$ cat config.mk
export PLATFORM = sky130hd
export DESIGN_NAME = port_service_ctrl
export DESIGN_NICKNAME = d
export VERILOG_FILES = /design/src/port_service_pkg.sv /design/src/line_sync.sv /design/src/port_service_ctrl.sv
export SDC_FILE = /design/constraint.sdc
export NUM_CORES = 1
export LEC_CHECK = 0
export BUFFER_PORTS_ARGS = -buffer_cell sky130_fd_sc_hd__buf_2
export CAP_MARGIN = 20
export CORE_MARGIN = 2
export CORE_UTILIZATION = 30
export DETAILED_ROUTE_END_ITERATION = 16
export GPL_TIMING_DRIVEN = 0
export PLACE_DENSITY = 0.45
export SKIP_CTS_REPAIR_TIMING = 1
export SYNTH_ARGS = -nofsm -noshare
export SYNTH_HDL_FRONTEND = slang
export SYNTH_HIERARCHICAL = 1
export SYNTH_SLANG_ARGS = --single-unit
$ cat constraint.sdc
create_clock -name REF_CLK -period 8.1 [get_ports REF_CLK]
set_input_delay 1.62 -clock REF_CLK [delete_from_list [all_inputs] [get_ports REF_CLK]]
set_output_delay 1.62 -clock REF_CLK [all_outputs]
set_load 0.02 [all_outputs]
$ cat src/port_service_pkg.sv
// shared constants and types for the interconnect port service controller
package port_service_pkg;
  localparam logic [2:0] RSP_GOOD = 3'h0;
  localparam logic [2:0] RSP_INV_REMOTE = 3'h1;
  localparam logic [2:0] RSP_REFUSED = 3'h2;
  localparam logic [2:0] RSP_NO_PHYS = 3'h3;
  localparam logic [2:0] RSP_NO_RES = 3'h4;
  localparam logic [2:0] RSP_INV_CONN = 3'h5;
  localparam logic [2:0] RSP_RCV_PEND = 3'h6;

  localparam logic [1:0] REASON_REQUESTED = 2'h0;
  localparam logic [1:0] REASON_CLOSED = 2'h1;
  localparam logic [1:0] REASON_SENSE = 2'h2;

  localparam int CLIENTS = 4;
  localparam int BUF_CHARS = 4;
  localparam int TXQ_DEPTH = 16;
  localparam logic [4:0] TXQ_DEPTH_W = 5'h10;
  localparam logic [7:0] SERIAL_REMOTE = 8'h00;
  localparam logic [7:0] INVALID_REMOTE = 8'h00;

  localparam int CLK_PERIOD_NS = 40;
  localparam int RESET_PULSE_NS = 1000;
  localparam int RESET_PULSE_CYC =
    (RESET_PULSE_NS + CLK_PERIOD_NS - 1) / CLK_PERIOD_NS;
  localparam logic [7:0] RESET_PULSE_LEN = 8'(RESET_PULSE_CYC);

  typedef enum logic [2:0] {
    OP_CONNECT = 3'b000,
    OP_LISTEN = 3'b001,
    OP_SEND = 3'b010,
    OP_RECEIVE = 3'b011,
    OP_DISCONNECT = 3'b100,
    OP_RESET = 3'b101
  } req_op_t;

  typedef enum logic [0:0] {
    ST_IDLE = 1'b0,
    ST_OPEN = 1'b1
  } conn_state_t;
endpackage

$ cat src/line_sync.sv
// two-flop synchroniser with edge detection on a registered sample
`timescale 1ns/10ps
module line_sync (
  input wire logic clk,
  input wire logic rst,
  input wire logic d,
  output logic level,
  output logic rise,
  output logic fall
);
  logic meta;
  logic sync;
  logic last;

  // meta feeds only sync; edges compare two settled samples
  always_ff @(posedge clk or posedge rst) begin
    if (rst) begin
      meta <= 1'b0;
      sync <= 1'b0;
      last <= 1'b0;
    end else begin
      meta <= d;
      sync <= meta;
      last <= sync;
    end
  end

  assign level = sync;
  assign rise = sync & ~last;
  assign fall = ~sync & last;
endmodule

$ cat src/port_service_ctrl.sv
// connection service controller for one interconnect port
`timescale 1ns/10ps
module port_service_ctrl (
  input wire logic REF_CLK,
  input wire logic RST,
  input wire logic SIDE_AUTOMATION,
  input wire logic PORT_NETWORK,
  input wire logic REQ_VALID,
  input wire logic [2:0] REQ_OP,
  input wire logic [1:0] REQ_CLIENT,
  input wire logic [1:0] REQ_CONN,
  input wire logic [7:0] REQ_REMOTE,
  input wire logic [2:0] REQ_SIZE,
  input wire logic [31:0] REQ_DATA,
  output logic RSP_VALID,
  output logic [2:0] RSP_CODE,
  output logic IND_CONNECTED,
  output logic IND_RECEIVED,
  output logic IND_DISCONNECTED,
  output logic IND_RESET_RCVD,
  output logic [1:0] IND_CLIENT,
  output logic [1:0] IND_CONN,
  output logic [7:0] IND_REMOTE,
  output logic [2:0] IND_COUNT,
  output logic [31:0] IND_DATA,
  output logic [1:0] IND_REASON,
  input wire logic SENSE_IN,
  input wire logic RESET_LINE_IN,
  output logic RESET_LINE_OUT,
  input wire logic PEER_LISTENING,
  input wire logic PEER_CONNECT,
  input wire logic [7:0] PEER_PORT,
  input wire logic TCP_LOST,
  output logic [7:0] TX_CHAR,
  output logic TX_VALID,
  input wire logic TX_READY,
  input wire logic [7:0] RX_CHAR,
  input wire logic RX_VALID
);
  function automatic logic [2:0] clamp_size(input logic [2:0] s);
    clamp_size = (s > 3'(port_service_pkg::BUF_CHARS)) ?
      3'(port_service_pkg::BUF_CHARS) : s;
  endfunction

  function automatic logic [1:0] first_waiting(input logic [3:0] m);
    first_waiting = 2'h0;
    for (int i = port_service_pkg::CLIENTS - 1; i >= 0; i--) begin
      if (m[i]) begin
        first_waiting = 2'(i);
      end
    end
  endfunction

  port_service_pkg::conn_state_t st;
  logic [3:0] listen_mask;
  logic sense_lvl;
  logic sense_fall;
  logic rst_line_rise;
  logic [7:0] txq [port_service_pkg::TXQ_DEPTH];
  logic [3:0] wr_ptr;
  logic [3:0] rd_ptr;
  logic [4:0] used;
  logic [4:0] free;
  logic rcv_pend;
  logic [2:0] rcv_max;
  logic [2:0] rcv_cnt;
  logic [31:0] rcv_buf;
  logic [31:0] next_buf;
  logic [7:0] pulse_cnt;

  logic is_req;
  logic conn_valid;
  logic [2:0] send_n;
  logic send_ok;
  logic rcv_start;
  logic port_reset;
  logic close_evt;
  logic closing;
  logic pop;

  line_sync sense_sync (
    .clk(REF_CLK), .rst(RST), .d(SENSE_IN),
    .level(sense_lvl), .rise(), .fall(sense_fall)
  );
  line_sync reset_sync (
    .clk(REF_CLK), .rst(RST), .d(RESET_LINE_IN),
    .level(), .rise(rst_line_rise), .fall()
  );

  always_comb begin
    is_req = REQ_VALID;
    conn_valid = (st == port_service_pkg::ST_OPEN) && (REQ_CONN == IND_CONN);
    send_n = clamp_size(REQ_SIZE);
    free = port_service_pkg::TXQ_DEPTH_W - used;
    send_ok = is_req && (REQ_OP == port_service_pkg::OP_SEND) &&
      conn_valid && ({2'h0, send_n} <= free);
    rcv_start = is_req && (REQ_OP == port_service_pkg::OP_RECEIVE) &&
      conn_valid && !rcv_pend && (REQ_SIZE != 3'h0);
    port_reset = (is_req && (REQ_OP == port_service_pkg::OP_RESET) &&
      SIDE_AUTOMATION) || (!SIDE_AUTOMATION && rst_line_rise);
    close_evt = (st == port_service_pkg::ST_OPEN) &&
      (sense_fall || (PORT_NETWORK && TCP_LOST));
    closing = port_reset || close_evt ||
      (is_req && (REQ_OP == port_service_pkg::OP_DISCONNECT) && conn_valid);
    pop = (used != 5'h0) && (!TX_VALID || TX_READY);
  end

  // connection state, responses and connection indications
  always_ff @(posedge REF_CLK or posedge RST) begin
    if (RST) begin
      st <= port_service_pkg::ST_IDLE;
      listen_mask <= 4'h0;
      RSP_VALID <= 1'b0;
      RSP_CODE <= port_service_pkg::RSP_GOOD;
      IND_CONNECTED <= 1'b0;
      IND_DISCONNECTED <= 1'b0;
      IND_RESET_RCVD <= 1'b0;
      IND_CLIENT <= 2'h0;
      IND_CONN <= 2'h0;
      IND_REMOTE <= 8'h00;
      IND_REASON <= port_service_pkg::REASON_REQUESTED;
    end else begin
      RSP_VALID <= is_req;
      IND_CONNECTED <= 1'b0;
      IND_DISCONNECTED <= 1'b0;
      IND_RESET_RCVD <= 1'b0;
      if (is_req) begin
        unique case (REQ_OP)
          port_service_pkg::OP_CONNECT: begin
            if (st == port_service_pkg::ST_OPEN || listen_mask != 4'h0) begin
              RSP_CODE <= port_service_pkg::RSP_REFUSED;
            end else if (!sense_lvl) begin
              RSP_CODE <= port_service_pkg::RSP_NO_PHYS;
            end else if (PORT_NETWORK &&
                         REQ_REMOTE == port_service_pkg::INVALID_REMOTE) begin
              RSP_CODE <= port_service_pkg::RSP_INV_REMOTE;
            end else if (PORT_NETWORK && !PEER_LISTENING) begin
              RSP_CODE <= port_service_pkg::RSP_REFUSED;
            end else begin
              RSP_CODE <= port_service_pkg::RSP_GOOD;
              st <= port_service_pkg::ST_OPEN;
              IND_CONNECTED <= 1'b1;
              IND_CLIENT <= REQ_CLIENT;
              IND_CONN <= IND_CONN + 2'h1;
              // serial port has no remote addressing
              IND_REMOTE <= PORT_NETWORK ? REQ_REMOTE :
                port_service_pkg::SERIAL_REMOTE;
            end
          end
          port_service_pkg::OP_LISTEN: begin
            if (st == port_service_pkg::ST_OPEN ||
                listen_mask[REQ_CLIENT]) begin
              RSP_CODE <= port_service_pkg::RSP_REFUSED;
            end else if (!sense_lvl) begin
              RSP_CODE <= port_service_pkg::RSP_NO_PHYS;
            end else if (PORT_NETWORK) begin
              RSP_CODE <= port_service_pkg::RSP_GOOD;
              listen_mask[REQ_CLIENT] <= 1'b1;
            end else begin
              RSP_CODE <= port_service_pkg::RSP_GOOD;
              st <= port_service_pkg::ST_OPEN;
              IND_CONNECTED <= 1'b1;
              IND_CLIENT <= REQ_CLIENT;
              IND_CONN <= IND_CONN + 2'h1;
              IND_REMOTE <= port_service_pkg::SERIAL_REMOTE;
            end
          end
          port_service_pkg::OP_SEND: begin
            if (!conn_valid) begin
              RSP_CODE <= port_service_pkg::RSP_INV_CONN;
            end else if (!send_ok) begin
              RSP_CODE <= port_service_pkg::RSP_NO_RES;
            end else begin
              RSP_CODE <= port_service_pkg::RSP_GOOD;
            end
          end
          port_service_pkg::OP_RECEIVE: begin
            if (!conn_valid) begin
              RSP_CODE <= port_service_pkg::RSP_INV_CONN;
            end else if (rcv_pend) begin
              RSP_CODE <= port_service_pkg::RSP_RCV_PEND;
            end else begin
              RSP_CODE <= port_service_pkg::RSP_GOOD;
            end
          end
          port_service_pkg::OP_DISCONNECT: begin
            if (!conn_valid) begin
              RSP_CODE <= port_service_pkg::RSP_INV_CONN;
            end else begin
              RSP_CODE <= port_service_pkg::RSP_GOOD;
              st <= port_service_pkg::ST_IDLE;
              IND_DISCONNECTED <= 1'b1;
              IND_REASON <= port_service_pkg::REASON_REQUESTED;
            end
          end
          port_service_pkg::OP_RESET: begin
            RSP_CODE <= SIDE_AUTOMATION ? port_service_pkg::RSP_GOOD :
              port_service_pkg::RSP_INV_CONN;
          end
          default: begin
            RSP_CODE <= port_service_pkg::RSP_INV_CONN;
          end
        endcase
      end else if (PORT_NETWORK && PEER_CONNECT && sense_lvl &&
                   st == port_service_pkg::ST_IDLE && listen_mask != 4'h0) begin
        // incoming network connection served to the lowest waiting client
        st <= port_service_pkg::ST_OPEN;
        listen_mask[first_waiting(listen_mask)] <= 1'b0;
        IND_CONNECTED <= 1'b1;
        IND_CLIENT <= first_waiting(listen_mask);
        IND_CONN <= IND_CONN + 2'h1;
        IND_REMOTE <= PEER_PORT;
      end
      // line events override a request in the same cycle
      if (close_evt && !port_reset) begin
        st <= port_service_pkg::ST_IDLE;
        IND_CONNECTED <= 1'b0;
        IND_DISCONNECTED <= 1'b1;
        IND_REASON <= sense_fall ? port_service_pkg::REASON_SENSE :
          port_service_pkg::REASON_CLOSED;
      end
      if (port_reset) begin
        st <= port_service_pkg::ST_IDLE;
        listen_mask <= 4'h0;
        IND_CONNECTED <= 1'b0;
        IND_DISCONNECTED <= 1'b0;
        IND_RESET_RCVD <= !SIDE_AUTOMATION;
      end
    end
  end

  // transmit queue: whole send captured at once, drained in order
  always_ff @(posedge REF_CLK or posedge RST) begin
    if (RST) begin
      wr_ptr <= 4'h0;
      rd_ptr <= 4'h0;
      used <= 5'h00;
      TX_VALID <= 1'b0;
      TX_CHAR <= 8'h00;
    end else if (port_reset || (close_evt && sense_fall)) begin
      // a dead link cannot carry queued characters, so they are dropped
      wr_ptr <= 4'h0;
      rd_ptr <= 4'h0;
      used <= 5'h00;
      TX_VALID <= 1'b0;
    end else begin
      if (send_ok) begin
        for (int i = 0; i < port_service_pkg::BUF_CHARS; i++) begin
          if (3'(i) < send_n) begin
            txq[wr_ptr + 4'(i)] <= REQ_DATA[8*i +: 8];
          end
        end
        wr_ptr <= wr_ptr + {1'b0, send_n};
      end
      if (pop) begin
        TX_CHAR <= txq[rd_ptr];
        TX_VALID <= 1'b1;
        rd_ptr <= rd_ptr + 4'h1;
      end else if (TX_READY) begin
        TX_VALID <= 1'b0;
      end
      used <= used + (send_ok ? {2'h0, send_n} : 5'h00) -
        (pop ? 5'h01 : 5'h00);
    end
  end

  always_comb begin
    next_buf = rcv_buf;
    next_buf[8*rcv_cnt[1:0] +: 8] = RX_CHAR;
  end

  // receive assembly; delivery may split or merge sends
  always_ff @(posedge REF_CLK or posedge RST) begin
    if (RST) begin
      rcv_pend <= 1'b0;
      rcv_max <= 3'h0;
      rcv_cnt <= 3'h0;
      rcv_buf <= 32'h0;
      IND_RECEIVED <= 1'b0;
      IND_COUNT <= 3'h0;
      IND_DATA <= 32'h0;
    end else begin
      IND_RECEIVED <= 1'b0;
      if (closing) begin
        rcv_pend <= 1'b0;
        rcv_cnt <= 3'h0;
      end else if (rcv_start) begin
        rcv_pend <= 1'b1;
        rcv_max <= clamp_size(REQ_SIZE);
        rcv_cnt <= 3'h0;
        rcv_buf <= 32'h0;
      end else if (rcv_pend && RX_VALID) begin
        rcv_buf <= next_buf;
        if (rcv_cnt + 3'h1 == rcv_max) begin
          rcv_pend <= 1'b0;
          IND_RECEIVED <= 1'b1;
          IND_COUNT <= rcv_max;
          IND_DATA <= next_buf;
          rcv_cnt <= 3'h0;
        end else begin
          rcv_cnt <= rcv_cnt + 3'h1;
        end
      end else if (rcv_pend && rcv_cnt != 3'h0) begin
        // a gap on the line ends a partial delivery early
        rcv_pend <= 1'b0;
        IND_RECEIVED <= 1'b1;
        IND_COUNT <= rcv_cnt;
        IND_DATA <= rcv_buf;
        rcv_cnt <= 3'h0;
      end
    end
  end

  // reset line toward the drive held for a fixed pulse
  always_ff @(posedge REF_CLK or posedge RST) begin
    if (RST) begin
      pulse_cnt <= 8'h00;
      RESET_LINE_OUT <= 1'b0;
    end else begin
      if (port_reset && SIDE_AUTOMATION) begin
        pulse_cnt <= port_service_pkg::RESET_PULSE_LEN;
        RESET_LINE_OUT <= 1'b1;
      end else if (pulse_cnt != 8'h00) begin
        pulse_cnt <= pulse_cnt - 8'h01;
        RESET_LINE_OUT <= (pulse_cnt != 8'h01);
      end
    end
  end
endmodule

==> results.yml, run 1 <==
outcome:
  outcome: "complete, no violations"
placement:
  io_buffers: 117
  dp_hpwl_um: 58530
  dpl-instance-area_um2: 18620
  gp_congestion: 1.044
clock_tree:
  cts_max_level: 2
  numCtsBuffers: 34
  clock_tree.root_cell: "clkbuf_16"
  path_clk_slew_ps: 60
  clock_sinks: 266
  cts_tree: "done"
  clk_latency_ps: 570
  clockBufferDepth: 3
detailed_routing:
  viasPerCell: 6.056
  wl_um: 78640
  first_pass_iters: 8
  dr.first_iter.drc_count: 1696
  drc: 0
  routedWlPerCell_um: 29.16
  ant_nets: 0
  route.vias.total: 16333
final_layout:
  fin_util_pct: 35.15
  nets: 2023
  fillers: 5884
  final_common_cell: "buf_2"
  final_area_um2: 19780
  area_growth_pct: 16.25
  post_route_cells_drive_above_1_share_pct: 17.06
  final_cell_mix: "buf_2, nor2_1, nand2_1"
  multi_input_area_um2: 8808
  register_area_um2: 7297
floorplanning:
  rows: 87
  die_y_um: 242.2
  start_util_pct: 30.24
  io_pins: 145
  die_x_um: 242.2
  placeableCoreArea_um2: 56280
  die_area_um2: 58650
timing:
  period_minus_slack_ps: 5873
  hold_viol: 0
  rsz0062_at_grt: "no"
  clock-skew-final_ps: 18.28
  drv_slew: 0
  fin_crit_sh_pct: 72.50
  fmaxAchievable_mhz: 170.3
  slew_headroom_pct: 21.71
  tightest_slew_ps: 1174
  finalSetupViolations: 0
  tns_ps: 0
critical_path:
  r2r-end: "txq[8][6]"
  reg2reg_depth: 11
  cp_max_fo: 10
  critPathKind: "in -> reg"
  arrival_ps: 6050
  crit_path_end: "txq[8][6]"
  r2r_start: "used[0]"
  crit_start: "REQ_SIZE[2]"
  reg2reg_slack_ps: 3360
  start_kind: "input pin"
  critPathCaptureType: "flop"
  worst-endpoint-required_ps: 8280
power:
  leakage_nw: 7.305
  peakVddDrop_uv: 180.5
  power_density_nw_per_um2: 234.4
grt:
  grt-ovfl-total: 0
  grt_max_degree: 96
  grt_pass1_wl_um: 112800
  groute.usage.overall_pct: 26.13
  first_global_vias: 16067
  antenna_found_initial: 3
yosys:
  synth_nets: 1862
  yosysWarnings: 6
  synth_area_um2: 17020
  synthCells: 1757
  syn_area_per_cell_um2: 9.686
worst_hold_path:
  hold_path_class: "reg -> reg"
run:
  maxCapViolCount: 0
-- area by class of cell --
type | count | share of cell area [%]
Buffer | 172 | 3.662
Sequential cell | 266 | 36.89
Inverter | 50 | 0.9740
Clock inverter | 11 | 0.8602
Timing Repair Buffer | 125 | 3.327
Tap cell | 756 | 4.781
Multi-Input combinational cell | 1269 | 44.53
Clock buffer | 47 | 4.971
Antenna cell | 1 | 0.01265
-- per-layer routing --
metal	global-route usage (%)	wire length [um]	vias to the layer above
li1	-	-	7098
met1	34.40	32690	8123
met2	40.51	34810	917
met3	5.240	6626	193
met4	13.82	4498	2
met5	0.3268	14	-
-- per-stage QoR --
stage	hold slack [ps]	total power, mW	std cells	setup slack (ps)
CTS	346.9	4.676	2695	2363
floorplan	331.2	2.541	1757	2954
global placement	337.1	3.049	2630	1016
global route	348.4	4.836	2696	2057
finish	343.6	4.637	2697	2227
detailed placement	336.5	3.064	2637	1790
-- worst max-delay path, cell delays in order --
cell and delay, ps:
buf_2 160, clkbuf_1 490, nor2b_1 240, ha_1 360, and3b_1 190, a211oi_2 320
o21a_1 190, buf_2 320, buf_1 510, nand3_1 580, o22ai_1 1060
-- worst min-delay path by stage --
stage	from	to	slack [ps]	cells after the start
6_report	sense_sync/meta	sense_sync/level	340	0
5_1_grt	sense_sync/meta	sense_sync/level	350	0
4_1_cts	sense_sync/meta	sense_sync/level	350	0
3_5_place_dp	sense_sync/meta	sense_sync/level	340	0
3_3_place_gp	reset_sync/meta	reset_sync/level	340	0
2_1_floorplan	reset_sync/meta	reset_sync/level	330	0
-- flip-flops by register name (all words and copies together) (netlist names), 3 cells and up --
register	cells
IND_DATA	32
IND_COUNT	3
txq	128
RSP_CODE	3
rd_ptr	4
TX_CHAR	8
wr_ptr	4
pulse_cnt	8
IND_REMOTE	8
rcv_buf	32
rcv_cnt	3
listen_mask	4
rcv_max	3
used	5
-- where the power goes --
group | internal [mW] | switching, mW
Clock | 0.955 | 0.641
Combinational | 0.529 | 0.874
Sequential | 1.54 | 0.0937
Total | 3.03 | 1.61
(Power assumes the default switching activity.)
==> run 2, diff against run 1 <==
- PLACE_DENSITY: 0.45 -> 0.46
- clock period: 8.1 -> 5 ns (I/O delays scaled with it)
==> run 2 against run 1 <==
Non-clock buffer count is 2 higher; setup slack got worse by 2000 ps; critical endpoint is now txq[4][3]; final area increased by 0.60%; clock skew increased by 24 ps; sequential share of layout area shrank 0.22 points; largest cell class unchanged; highest routed layer unchanged; via count grew 0.63%.
==> results.yml, run 2 (synthesized netlist as in run 1, its figures left out) <==
grt:
  grt_max_degree: 78
  first_global_vias: 16108
  antenna_found_initial: 5
  grt_pass1_wl_um: 113400
  grt-ovfl-total: 0
  groute.usage.overall_pct: 26.35
power:
  p_total_mw: 7.566
  p_int_mw: 4.993
  power_density_nw_per_um2: 380.2
  seqPwrFrac_pct: 35.0
  leakage_nw: 7.351
  power_frac_comb_pct: 29.7
  swShare_pct: 34.02
  switchingPower_mw: 2.574
  clkPwrFrac_pct: 35.2
  peakVddDrop_uv: 268.8
detailed_routing:
  wl_met2_um: 35140
  wl_um: 78900
  routedWlPerCell_um: 29.20
  top_layer_used: "met5"
  route.vias.total: 16436
  first_pass_iters: 7
  drt-met1-wl_um: 33360
  dr_wl_met3_um: 6141
  drc: 0
  ant_nets: 0
  viasPerCell: 6.083
  dr.first_iter.drc_count: 1606
clock_tree:
  numCtsBuffers: 34
  cts_max_level: 2
  clock_sinks: 266
  clockBufferDepth: 3
  clk_latency_ps: 580
  cts_tree: "done"
  clock_tree.root_cell: "clkbuf_16"
  path_clk_slew_ps: 50
timing:
  slew_headroom_pct: 23.78
  clock-skew-final_ps: 42.13
  fmaxAchievable_mhz: 210.3
  drv_slew: 0
  period_minus_slack_ps: 4754
  tightest_slew_ps: 1139
  rsz0062_at_grt: "no"
  finalSetupViolations: 0
  hold_viol: 0
  fin_crit_sh_pct: 95.08
floorplanning:
  start_util_pct: 30.24
  rows: 87
  die_area_um2: 58650
  io_pins: 145
  die_x_um: 242.2
  die_y_um: 242.2
  placeableCoreArea_um2: 56280
final_layout:
  post_route_cells_drive_above_1_share_pct: 17.58
  area_growth_pct: 16.95
  final_area_um2: 19900
  fillers: 5746
  reg_top3: "txq x128, IND_DATA x32, rcv_buf x32"
  fin_util_pct: 35.36
  final_common_cell: "buf_2"
  nets: 2025
  largest_reg_flops: 128
  regMostFlops: "txq"
  final_cell_mix: "buf_2, nor2_1, nand2_1"
placement:
  dp_hpwl_um: 59130
  dpl-instance-area_um2: 18640
  io_buffers: 117
  gp_congestion: 0.9821
critical_path:
  path_buf_inv: 3
  crit_path_cell_trace: "buf_2 > nor2b_1 > ha_1 > and3b_1 > a211oi_2 > o21a_1 > buf_2 > buf_1 > nand3_1 > o22ai_1"
  critPathKind: "in -> reg"
  cp_max_fo: 16
  path_delay_family: "compound AO/OA/AOI/OAI gates"
  start_kind: "input pin"
  reg2reg_depth: 11
  critPathCaptureType: "flop"
  reg2reg_slack_ps: 370
  worst-endpoint-required_ps: 5190
  arrival_ps: 4940
  crit_path_frequent_cell: "buf_2"
  cp.depth: 10
  critical_path.slowest_cell: "o22ai_1"
  critical_path.max_stage_delay_ps: 910
outcome:
  outcome: "complete, no violations"
worst_hold_path:
  min_path_cells: 0
  hold_path_class: "reg -> reg"
run:
  maxCapViolCount: 0
[run 2: cell count changes in the layout (fill, tap and decap cells not counted), moves of 2 or more]
cell | previous run | this run
clkinv_1 | 1 | 3
inv_16 | 2 | 0
o22ai_2 | 0 | 4
clkbuf_8 | 2 | 4
clkbuf_16 | 37 | 34
bufinv_16 | 3 | 6
o22ai_1 | 65 | 61
clkbuf_1 | 95 | 91
buf_2 | 162 | 160
buf_4 | 11 | 15
[run 2: stage by stage]
stage | setup WS (ps) | std cells | hold slack (ps) | TNS [ps]
CTS | -331.8 | 2700 | 350.0 | -9794
global placement | -1480 | 2630 | 339.0 | -256940
floorplan | 474.0 | 1757 | 331.2 | 0
finish | 245.8 | 2702 | 347.0 | 0
detailed placement | -912.1 | 2639 | 337.9 | -53930
global route | 6.072 | 2701 | 349.5 | 0
[run 2: cell type report]
type | count | area [um2] | share of cell area, %
sequential | 266 | 7297 | 36.67
timing repair buffer | 128 | 688.2 | 3.458
buffer | 171 | 720.7 | 3.621
clock inverter | 18 | 290.3 | 1.459
clock buffer | 43 | 924.6 | 4.646
antenna | 1 | 2.502 | 0.01257
inverter | 50 | 192.7 | 0.9682
multi-input combinational | 1269 | 8840 | 44.42
tap | 756 | 945.9 | 4.753
[run 2: power groups by stage]
stage	Sequential [mW]	Clock, mW	Combinational (mW)
5_1_grt	2.68	2.83	2.42
3_5_place_dp	2.70	0	2.26
3_3_place_gp	2.69	0	2.24
4_1_cts	2.65	2.73	2.26
2_1_floorplan	2.78	0	1.33
6_report	2.65	2.66	2.25
[run 2: worst paths after layout]
| kind | startpoint | endpoint |
|---|---|---|
| worst min-delay path | reset_sync/meta | reset_sync/level |
| min in group asynchronous | RST | reset_sync/meta |
| max in group asynchronous | RST | rd_ptr[3] |
| worst max register to register | used[0] | txq[4][3] |
| worst min register to register | reset_sync/meta | reset_sync/level |
| worst max-delay path | REQ_SIZE[2] | txq[4][3] |
[run 2: per-layer routing]
layer,up-vias,global-route usage (%)
li1,7123,-
met1,8189,35.51
met2,923,41.19
met3,195,4.176
met4,6,13.00
met5,-,0
